==> src/verilog/adcsf_regs.svh <==
// Register offsets, field positions, response codes and saturation limits of the converter control block.
// Assumes a 32-bit AXI4-Lite bus with one aligned word per register.
// Function
// - Sleep halt starts conversion once clock stopped
// - Done interrupt wakes CPU from sleep
// - Earlier wake: conversion continues, done still raised
// - No return to sleep without new halt
// - Other sleep modes leave enable unchanged
// - Result readable once done flag set
// - Single-ended result unsigned, 0x000 to 0x3FF
// - Differential result two's complement 0x200 to 0x1FF
// - Bit nine in high byte is sign
// - Differential result saturates at both full scales
// - Left adjust selects upper or lower ten bits
// - Same input allowed as both differential inputs
// - Adjust change shows immediately, even mid-conversion
// - Five-bit field selects input, pair and gain
// - Clearing enable terminates running conversion
`ifndef ADCSF_REGS_SVH
`define ADCSF_REGS_SVH

`define ADCSF_CTRL_OFF   8'h00
`define ADCSF_SEL_OFF    8'h04
`define ADCSF_RES_OFF    8'h08
`define ADCSF_STAT_OFF   8'h0C
`define ADCSF_MASK_OFF   8'h10
`define ADCSF_INFO_OFF   8'h14

`define ADCSF_CTRL_EN    0
`define ADCSF_CTRL_START 1
`define ADCSF_CTRL_FREE  2

`define ADCSF_SEL_LADJ   5

`define ADCSF_EV_DONE    0
`define ADCSF_EV_ABORT   1

`define ADCSF_RESP_OKAY  2'b00
`define ADCSF_RESP_SLVERR 2'b10

`define ADCSF_SE_MAX     12'sh3FF
`define ADCSF_DIFF_MAX   12'sh1FF
`define ADCSF_DIFF_MIN   12'shE00

`endif

==> src/verilog/adcsf_pkg.sv <==
// Types shared by the converter control block.
// Assumes the offsets and field positions come from adcsf_regs.svh.
`default_nettype none
package adcsf_pkg;

    typedef enum logic [1:0] {
        ST_IDLE = 2'b01,
        ST_CONV = 2'b10
    } adcsf_state_type;

    typedef enum logic [1:0] {
        GAIN_1   = 2'b00,
        GAIN_10  = 2'b01,
        GAIN_200 = 2'b10
    } adcsf_gain_type;

    typedef struct packed {
        adcsf_state_type state;
        logic            en;
        logic            free;
        logic [1:0]      refsel;
        logic [4:0]      chan;
        logic            ladj;
        logic [4:0]      lock_chan;
        logic [9:0]      code;
        logic            code_diff;
        logic [1:0]      stat;
        logic [1:0]      mask;
        logic            halt_d;
        logic            sleep_conv;
        logic            aw_got;
        logic [7:0]      aw_addr;
        logic            w_got;
        logic [31:0]     wdata;
        logic [3:0]      wstrb;
        logic            bvalid;
        logic [1:0]      bresp;
        logic            rvalid;
        logic [31:0]     rdata;
        logic [1:0]      rresp;
        logic            start_p;
        logic            abort_p;
        logic            wake_p;
    } adcsf_state_s_type;

endpackage
`default_nettype wire

==> src/verilog/adcsf_top.sv <==
// Converter control: sleep-triggered start, result saturation and adjust, AXI4-Lite registers.
// Assumes a SAR core that reports a signed raw value with a one-cycle done pulse.
//
// Decided for this implementation: the AXI4-Lite slave port and the address map.
`include "adcsf_regs.svh"
`timescale 1ns/1ps
`default_nettype none
module adcsf_top (
    // Clock and reset
    input  wire logic        SYS_CLK,
    input  wire logic        NRST,
    // AXI4-Lite slave
    input  wire logic [7:0]  AXI_AWADDR,
    input  wire logic        AXI_AWVALID,
    output logic             AXI_AWREADY,
    input  wire logic [31:0] AXI_WDATA,
    input  wire logic [3:0]  AXI_WSTRB,
    input  wire logic        AXI_WVALID,
    output logic             AXI_WREADY,
    output logic [1:0]       AXI_BRESP,
    output logic             AXI_BVALID,
    input  wire logic        AXI_BREADY,
    input  wire logic [7:0]  AXI_ARADDR,
    input  wire logic        AXI_ARVALID,
    output logic             AXI_ARREADY,
    output logic [31:0]      AXI_RDATA,
    output logic [1:0]       AXI_RRESP,
    output logic             AXI_RVALID,
    input  wire logic        AXI_RREADY,
    // Sleep controller
    input  wire logic        SLEEP_HALT,
    output logic             CPU_WAKE,
    // Converter core
    output logic             ANA_ENABLE,
    output logic             ANA_START,
    output logic             ANA_ABORT,
    output logic [4:0]       ANA_CHAN,
    output logic [1:0]       ANA_GAIN,
    output logic [1:0]       ANA_REF,
    output logic             ANA_DIFF,
    input  wire logic        ANA_DONE,
    input  wire logic [11:0] ANA_RAW,
    // Interrupt
    output logic             IRQ
);
    adcsf_pkg::adcsf_state_s_type q;
    adcsf_pkg::adcsf_state_s_type s_nxt;

    logic [9:0]  fmt_code;
    logic        w_fire;
    logic        halt_rise;
    logic        go;
    logic        from_sleep;
    logic        busy;
    logic [15:0] res_pair;
    logic [1:0]  stat_set;
    logic [1:0]  stat_clr;

    // Differential when the field points at a pair
    function automatic logic is_diff(input logic [4:0] ch);
        is_diff = (ch[4:3] != 2'b00) && (ch != 5'h1E) && (ch != 5'h1F);
    endfunction

    function automatic adcsf_pkg::adcsf_gain_type gain_of(input logic [4:0] ch);
        if (ch[4:3] == 2'b01) begin
            gain_of = ch[1] ? adcsf_pkg::GAIN_200 : adcsf_pkg::GAIN_10;
        end else begin
            gain_of = adcsf_pkg::GAIN_1;
        end
    endfunction

    function automatic logic addr_ok(input logic [7:0] a);
        addr_ok = (a == `ADCSF_CTRL_OFF) || (a == `ADCSF_SEL_OFF) ||
                  (a == `ADCSF_RES_OFF)  || (a == `ADCSF_STAT_OFF) ||
                  (a == `ADCSF_MASK_OFF) || (a == `ADCSF_INFO_OFF);
    endfunction

    function automatic logic [7:0] merge8(input logic [7:0] old, input logic [31:0] wd,
                                          input logic [3:0] st);
        merge8 = st[0] ? wd[7:0] : old;
    endfunction

    // Result pair built from the stored code and the live adjust bit
    function automatic logic [15:0] pack_res(input logic [9:0] c, input logic la);
        pack_res = la ? {c, 6'h00} : {6'h00, c};
    endfunction

    adcsf_fmt u_fmt (
        .raw  (ANA_RAW),
        .diff (is_diff(q.lock_chan)),
        .code (fmt_code)
    );

    assign busy        = (q.state == adcsf_pkg::ST_CONV);
    assign res_pair    = pack_res(q.code, q.ladj);
    assign w_fire      = q.aw_got && q.w_got && !q.bvalid;
    assign halt_rise   = SLEEP_HALT && !q.halt_d;

    assign AXI_AWREADY = !q.aw_got && !q.bvalid;
    assign AXI_WREADY  = !q.w_got && !q.bvalid;
    assign AXI_BVALID  = q.bvalid;
    assign AXI_BRESP   = q.bresp;
    assign AXI_ARREADY = !q.rvalid;
    assign AXI_RVALID  = q.rvalid;
    assign AXI_RDATA   = q.rdata;
    assign AXI_RRESP   = q.rresp;
    assign CPU_WAKE    = q.wake_p;
    assign ANA_ENABLE  = q.en;
    assign ANA_START   = q.start_p;
    assign ANA_ABORT   = q.abort_p;
    assign ANA_CHAN    = q.lock_chan;
    assign ANA_GAIN    = gain_of(q.lock_chan);
    assign ANA_REF     = q.refsel;
    assign ANA_DIFF    = is_diff(q.lock_chan);
    assign IRQ         = |(q.stat & q.mask);

    always_comb begin
        s_nxt       = q;
        go          = 1'b0;
        from_sleep  = 1'b0;
        stat_set    = 2'b00;
        stat_clr    = 2'b00;
        s_nxt.start_p = 1'b0;
        s_nxt.abort_p = 1'b0;
        s_nxt.wake_p  = 1'b0;
        s_nxt.halt_d  = SLEEP_HALT;
        // Address and data captured in either order
        if (AXI_AWVALID && !q.aw_got && !q.bvalid) begin
            s_nxt.aw_got  = 1'b1;
            s_nxt.aw_addr = AXI_AWADDR;
        end
        if (AXI_WVALID && !q.w_got && !q.bvalid) begin
            s_nxt.w_got = 1'b1;
            s_nxt.wdata = AXI_WDATA;
            s_nxt.wstrb = AXI_WSTRB;
        end
        if (q.bvalid && AXI_BREADY) begin
            s_nxt.bvalid = 1'b0;
        end
        if (w_fire) begin
            s_nxt.aw_got = 1'b0;
            s_nxt.w_got  = 1'b0;
            s_nxt.bvalid = 1'b1;
            s_nxt.bresp  = addr_ok(q.aw_addr) ? `ADCSF_RESP_OKAY : `ADCSF_RESP_SLVERR;
            if (q.aw_addr == `ADCSF_CTRL_OFF) begin
                if (q.wstrb[0]) begin
                    s_nxt.en   = q.wdata[`ADCSF_CTRL_EN];
                    s_nxt.free = q.wdata[`ADCSF_CTRL_FREE];
                    go         = q.wdata[`ADCSF_CTRL_START];
                end
            end else if (q.aw_addr == `ADCSF_SEL_OFF) begin
                {s_nxt.refsel, s_nxt.ladj, s_nxt.chan} = merge8({q.refsel, q.ladj, q.chan},
                                                                q.wdata, q.wstrb);
            end else if (q.aw_addr == `ADCSF_STAT_OFF) begin
                stat_clr = q.wstrb[0] ? q.wdata[1:0] : 2'b00;
            end else if (q.aw_addr == `ADCSF_MASK_OFF) begin
                s_nxt.mask = q.wstrb[0] ? q.wdata[1:0] : q.mask;
            end
        end
        // Sleep start only from an enabled, idle, single-mode converter with done unmasked
        if (halt_rise && q.en && s_nxt.en && !busy && !s_nxt.free && s_nxt.mask[`ADCSF_EV_DONE])
        begin
            go         = 1'b1;
            from_sleep = 1'b1;
        end
        case (q.state)
            adcsf_pkg::ST_IDLE: begin
                if (go && s_nxt.en) begin
                    s_nxt.state      = adcsf_pkg::ST_CONV;
                    s_nxt.lock_chan  = s_nxt.chan;
                    s_nxt.start_p    = 1'b1;
                    s_nxt.sleep_conv = from_sleep;
                end else begin
                    s_nxt.lock_chan  = s_nxt.chan;
                end
            end
            adcsf_pkg::ST_CONV: begin
                if (!s_nxt.en) begin
                    s_nxt.state      = adcsf_pkg::ST_IDLE;
                    s_nxt.abort_p    = 1'b1;
                    s_nxt.sleep_conv = 1'b0;
                    stat_set[`ADCSF_EV_ABORT] = 1'b1;
                end else if (ANA_DONE) begin
                    s_nxt.code      = fmt_code;
                    s_nxt.code_diff = is_diff(q.lock_chan);
                    stat_set[`ADCSF_EV_DONE] = 1'b1;
                    s_nxt.wake_p    = q.sleep_conv && SLEEP_HALT;
                    s_nxt.sleep_conv = 1'b0;
                    if (s_nxt.free) begin
                        s_nxt.lock_chan = s_nxt.chan;
                        s_nxt.start_p   = 1'b1;
                    end else begin
                        s_nxt.state     = adcsf_pkg::ST_IDLE;
                    end
                end
            end
            default: begin
                s_nxt.state = adcsf_pkg::ST_IDLE;
            end
        endcase
        // Hardware set wins over software clear
        s_nxt.stat = (q.stat & ~stat_clr) | stat_set;
        if (q.rvalid && AXI_RREADY) begin
            s_nxt.rvalid = 1'b0;
        end
        if (AXI_ARVALID && !q.rvalid) begin
            s_nxt.rvalid = 1'b1;
            s_nxt.rresp  = addr_ok(AXI_ARADDR) ? `ADCSF_RESP_OKAY : `ADCSF_RESP_SLVERR;
            if (AXI_ARADDR == `ADCSF_CTRL_OFF) begin
                s_nxt.rdata = {29'h0, q.free, busy, q.en};
            end else if (AXI_ARADDR == `ADCSF_SEL_OFF) begin
                s_nxt.rdata = {24'h0, q.refsel, q.ladj, q.chan};
            end else if (AXI_ARADDR == `ADCSF_RES_OFF) begin
                s_nxt.rdata = {16'h0, res_pair};
            end else if (AXI_ARADDR == `ADCSF_STAT_OFF) begin
                s_nxt.rdata = {30'h0, q.stat};
            end else if (AXI_ARADDR == `ADCSF_MASK_OFF) begin
                s_nxt.rdata = {30'h0, q.mask};
            end else if (AXI_ARADDR == `ADCSF_INFO_OFF) begin
                s_nxt.rdata = {29'h0, q.code_diff, q.sleep_conv, busy};
            end else begin
                s_nxt.rdata = 32'h0;
            end
        end
    end

    always_ff @(posedge SYS_CLK) begin
        if (!NRST) begin
            q       <= '0;
            q.state <= adcsf_pkg::ST_IDLE;
        end else begin
            q <= s_nxt;
        end
    end
endmodule // adcsf_top
`default_nettype wire

==> src/verilog/adcsf_fmt.sv <==
// Saturation of the raw converter value into a 10-bit result code.
// Assumes the raw value is a signed estimate wider than the result.
`include "adcsf_regs.svh"
`timescale 1ns/1ps
`default_nettype none
module adcsf_fmt (
    // Raw value and mode
    input  wire logic signed [11:0] raw,
    input  wire logic               diff,
    // Result code
    output logic             [9:0]  code
);
    always_comb begin
        if (diff) begin
            if (raw > `ADCSF_DIFF_MAX) begin
                code = 10'h1FF;
            end else if (raw < `ADCSF_DIFF_MIN) begin
                code = 10'h200;
            end else begin
                code = raw[9:0];
            end
        end else begin
            if (raw < 12'sh000) begin
                code = 10'h000;
            end else if (raw > `ADCSF_SE_MAX) begin
                code = 10'h3FF;
            end else begin
                code = raw[9:0];
            end
        end
    end
endmodule // adcsf_fmt
`default_nettype wire

==> config.mk <==
export PLATFORM = sky130hd
export DESIGN_NAME = adcsf_top
export DESIGN_NICKNAME = d
export VERILOG_FILES = /design/src/verilog/adcsf_pkg.sv /design/src/verilog/adcsf_top.sv /design/src/verilog/adcsf_fmt.sv
export VERILOG_INCLUDE_DIRS = /design/src /design/src/verilog
export SDC_FILE = /design/constraint.sdc
export NUM_CORES = 1
export LEC_CHECK = 0
export BUFFER_PORTS_ARGS = -buffer_cell sky130_fd_sc_hd__clkbuf_2
export CORE_UTILIZATION = 25
export CTS_CLUSTER_DIAMETER = 100
export DETAILED_ROUTE_END_ITERATION = 10
export PLACE_DENSITY = 0.56
export SKIP_LAST_GASP = 1
export SYNTH_ARGS = -nofsm -noshare
export SYNTH_HDL_FRONTEND = slang
export SYNTH_SLANG_ARGS = --single-unit
==> constraint.sdc <==
create_clock -name SYS_CLK -period 4.7 [get_ports SYS_CLK]
set_clock_uncertainty 0.1 [all_clocks]
set_input_delay 0.47 -clock SYS_CLK [delete_from_list [all_inputs] [get_ports SYS_CLK]]
set_output_delay 0.47 -clock SYS_CLK [all_outputs]
set_load 0.1 [all_outputs]
==> run metrics <==
post-layout util=30.2%; number of cells on the critical path=5; Hold WC Path Type=input port to flop; Distinct cells, synth=between 50 and 60; met2 WL post-DR=around 4800 um; Peak VDD IR=0.157 mV; initial cell density of the core=26.1%; Synth Instances=455; XOR/XNOR Fraction of Synth Area=0%; reg-to-reg endpoint=q[102]; Die Y=about 130 um; Post-Synthesis Mean Instance Area=8.46 sq um; RSZ-0062 raised after global routing=false; initial antenna violation count=0; clock-pin transition on the worst setup and hold timing paths=0.06 ns; largest net degree at the start of global routing=31; simple-gate share of the synthesized area=a little over a fifth; post-DR vias/cell=roughly 4.7; CP Launch Point=q[83]; ANT cells=0; die extent in x=126 um; Detailed Place HPWL=7320 um; Worst setup SP type=flop; met3 routed WL=479 um; sink count of the clock tree=76; maxcap violations=0; fmax=322 MHz; Post-route DRC=0; Slew Limit Fails=0; pwr dens=376 mW/mm^2; critical path type=flop to flop; crit end category=flop; FF-to-FF path depth=5; clock buffer depth=2; CP arrival=3.21 ns; first-pass GRT wire length=15600 um; ANT nets after route=0; Port Buffers=83; synthesized cell area=0.00385 sq mm; Crit path required time=4.80 ns; Main synth FF type=dfxtp_1; std cell rows=44; Post-Synth Adder-Cell Area=0.650%; CTS tree=built; max layer used=met4; Root Buffer=clkbuf_16; part of the Yosys area used for sequential elements=39.5%; detailed-route via count=3274; Worst Tran Pin Value=0.930 ns; period utilisation layout=66.1%; die outline area=between 0.015 and 0.02 sq mm; Hold Buf Count CTS=0; status=complete, no violations; Met1 Routed Length=4280 um; Yosys reg bits=76; Setup-failing EPs final=0; Final Hold Viols=0; hold depth=2; mux contribution to synthesized area=5.56%; first-iteration detailed-routing DRC count=228; core outline area=0.0148 sq mm; fin crit period=3.11 ns; Worst Path Max Fanout=9; max incr delay on CP=0.81 ns; worst-path cell chain=or4_4 -> nor4_4 -> mux2i_1 -> a21boi_1 -> a21oi_1; Slowest cell on crit path=mux2i_1; num ports=~130; crit path capture=q[102]; vias in the first global route=3057; DRT Pass-1 Iters=4; post-synthesis async set-or-reset flop share=0%; layout cell share with drive strength beyond 1=24.1%; GRT Overall Usage=12.3%; Layout area overhead=16.0%; global route overflow=0; FF-to-FF Start=q[83]; Final Wtd Congestion=0.754; Crit path buffers/inverters=0; Slew HR=37.4%; TNS Setup=0 ns; largest family of logic cells by synthesized area=simple AND/OR/NAND/NOR gates; H-Tree Depth=3; Compound-Gate Fraction of Synth Area=19.8%; Reg2Reg Setup Slack=1.59 ns; number of CTS-inserted buffers=9; nets=577; Ys Warns=0; worst skew pair latency=0.33 ns; Setup Buffers After CTS=0; Post-synth EDFFs=0; wire per inst=13.9 um; final wirelength=9640 um; post_cts resized=0; CP top delay family=simple AND/OR/NAND/NOR gates; Leak=1.78 nW
## worst min path at each step
stage / slack [ns] / to / start
3_5_place_dp: 0.35 / q[49] / q[49]
3_3_place_gp: 0.34 / q[78] / q[78]
4_1_cts: 0.21 / AXI_RVALID / AXI_RREADY
6_report: 0.22 / AXI_RVALID / AXI_RREADY
2_1_floorplan: 0.33 / q[48] / q[48]
5_1_grt: 0.23 / AXI_RVALID / AXI_RREADY
## layout make-up
cell class / count / area (sq um)
clock inverters: 5 / 83.8
clock buffers: 11 / 243
flip-flops and latches: 76 / 1520
fillers: 1590 / 10300
multi-input cells: 314 / 1890
well taps: 184 / 230
inverters: 16 / 60.1
repair buffers: 85 / 430
## cells by family (layout without fill, tap and decap cells)
kind of cell             Yosys count  count (layout)
buffers and inverters             82             117
AO/OA/AOI/OAI                    122             122
multiplexers                      20              20
AND/OR/NAND/NOR                  152             152
other                              1              18
flip-flops                        76              76
adder cells (fa/ha/maj)            2               2
## power by group
group | switching (mW) | internal, mW
sequential | 0.0186 | 0.663
combinational | 0.202 | 0.0474
clock | 0.265 | 0.481
## registers in the layout (all words and copies together) (netlist names)
| name | cells |
|---|---|
| AXI_RVALID | 1 |
| AXI_RDATA | 16 |
| AXI_BRESP | 1 |
| ANA_ABORT | 1 |
| AXI_BVALID | 1 |
| q | 45 |
| ANA_ENABLE | 1 |
| AXI_RRESP | 1 |
| ANA_START | 1 |
| ANA_CHAN | 5 |
| CPU_WAKE | 1 |
| ANA_REF | 2 |
## synthesized netlist by cell type (3+ instances only)
cell | number | area share (%)
dfxtp_1 | 76 | 40
nand2_1 | 57 | 5.6
a21oi_1 | 54 | 7.0
buf_4 | 43 | 8.4
nor2_1 | 27 | 2.6
o21ai_0 | 22 | 2.9
clkbuf_1 | 16 | 1.6
inv_1 | 16 | 1.6
and2_1 | 9 | 1.5
mux2i_1 | 9 | 2.3
a221oi_1 | 8 | 1.8
a22oi_1 | 8 | 1.6
nand3_1 | 8 | 1.0
nand2b_1 | 7 | 1.1
mux2_2 | 6 | 1.8
o21a_1 | 6 | 1.2
mux2_1 | 5 | 1.5
nor3_1 | 5 | 0.65
nor4_1 | 5 | 0.81
nor4b_1 | 5 | 1.1
a21boi_0 | 4 | 0.78
a311oi_1 | 3 | 0.68
and3_1 | 3 | 0.49
buf_2 | 3 | 0.39
buf_6 | 3 | 0.88
or3_1 | 3 | 0.49
## metrics by stage
stage	area, sq um	cells	total power, mW	hold slack (ns)	worst slack [ns]
6_report	4460	691	1.68	0.221	1.59
5_1_grt	4460	691	1.74	0.226	1.43
4_1_cts	4460	691	1.70	0.213	1.60
3_5_place_dp	4140	675	0.946	0.350	1.60
3_3_place_gp	4140	675	0.943	0.344	1.74
2_1_floorplan	3910	472	0.918	0.332	1.50
## per-layer routing
layer | up-vias | global-route usage, %
li1 | 1650 | -
met1 | 1539 | 14.8
met2 | 78 | 21.4
met3 | 7 | 3.99
met4 | 0 | 2.55
met5 | - | 0
## cell usage in the layout, fill, tap and decap left out, drive strengths merged, types with 3 or more instances in the layout
master,netlist,routed
inv,16,17
nand3,8,8
nor2,27,27
nor3,6,6
a21boi,5,5
or3,3,3
clkbuf,16,94
and2,9,9
mux2i,9,9
dfxtp,76,76
nor4,8,8
conb,1,18
or4,3,3
o21a,6,6
nor4b,6,6
nand2b,7,7
nand2,57,57
a21oi,55,55
mux2,11,11
a221oi,8,8
and3,3,3
o21ai,22,22
a311oi,3,3
a22oi,8,8
## worst reg2reg max path, delay by kind of cell, from the launching register on
kind             cells  cell delay [ns]
AO/OA/AOI/OAI        2             0.62
flip-flops           1             0.31
multiplexers         1             0.82
AND/OR/NAND/NOR      2             1.14
Note: power is estimated with default switching activity, not from simulation.
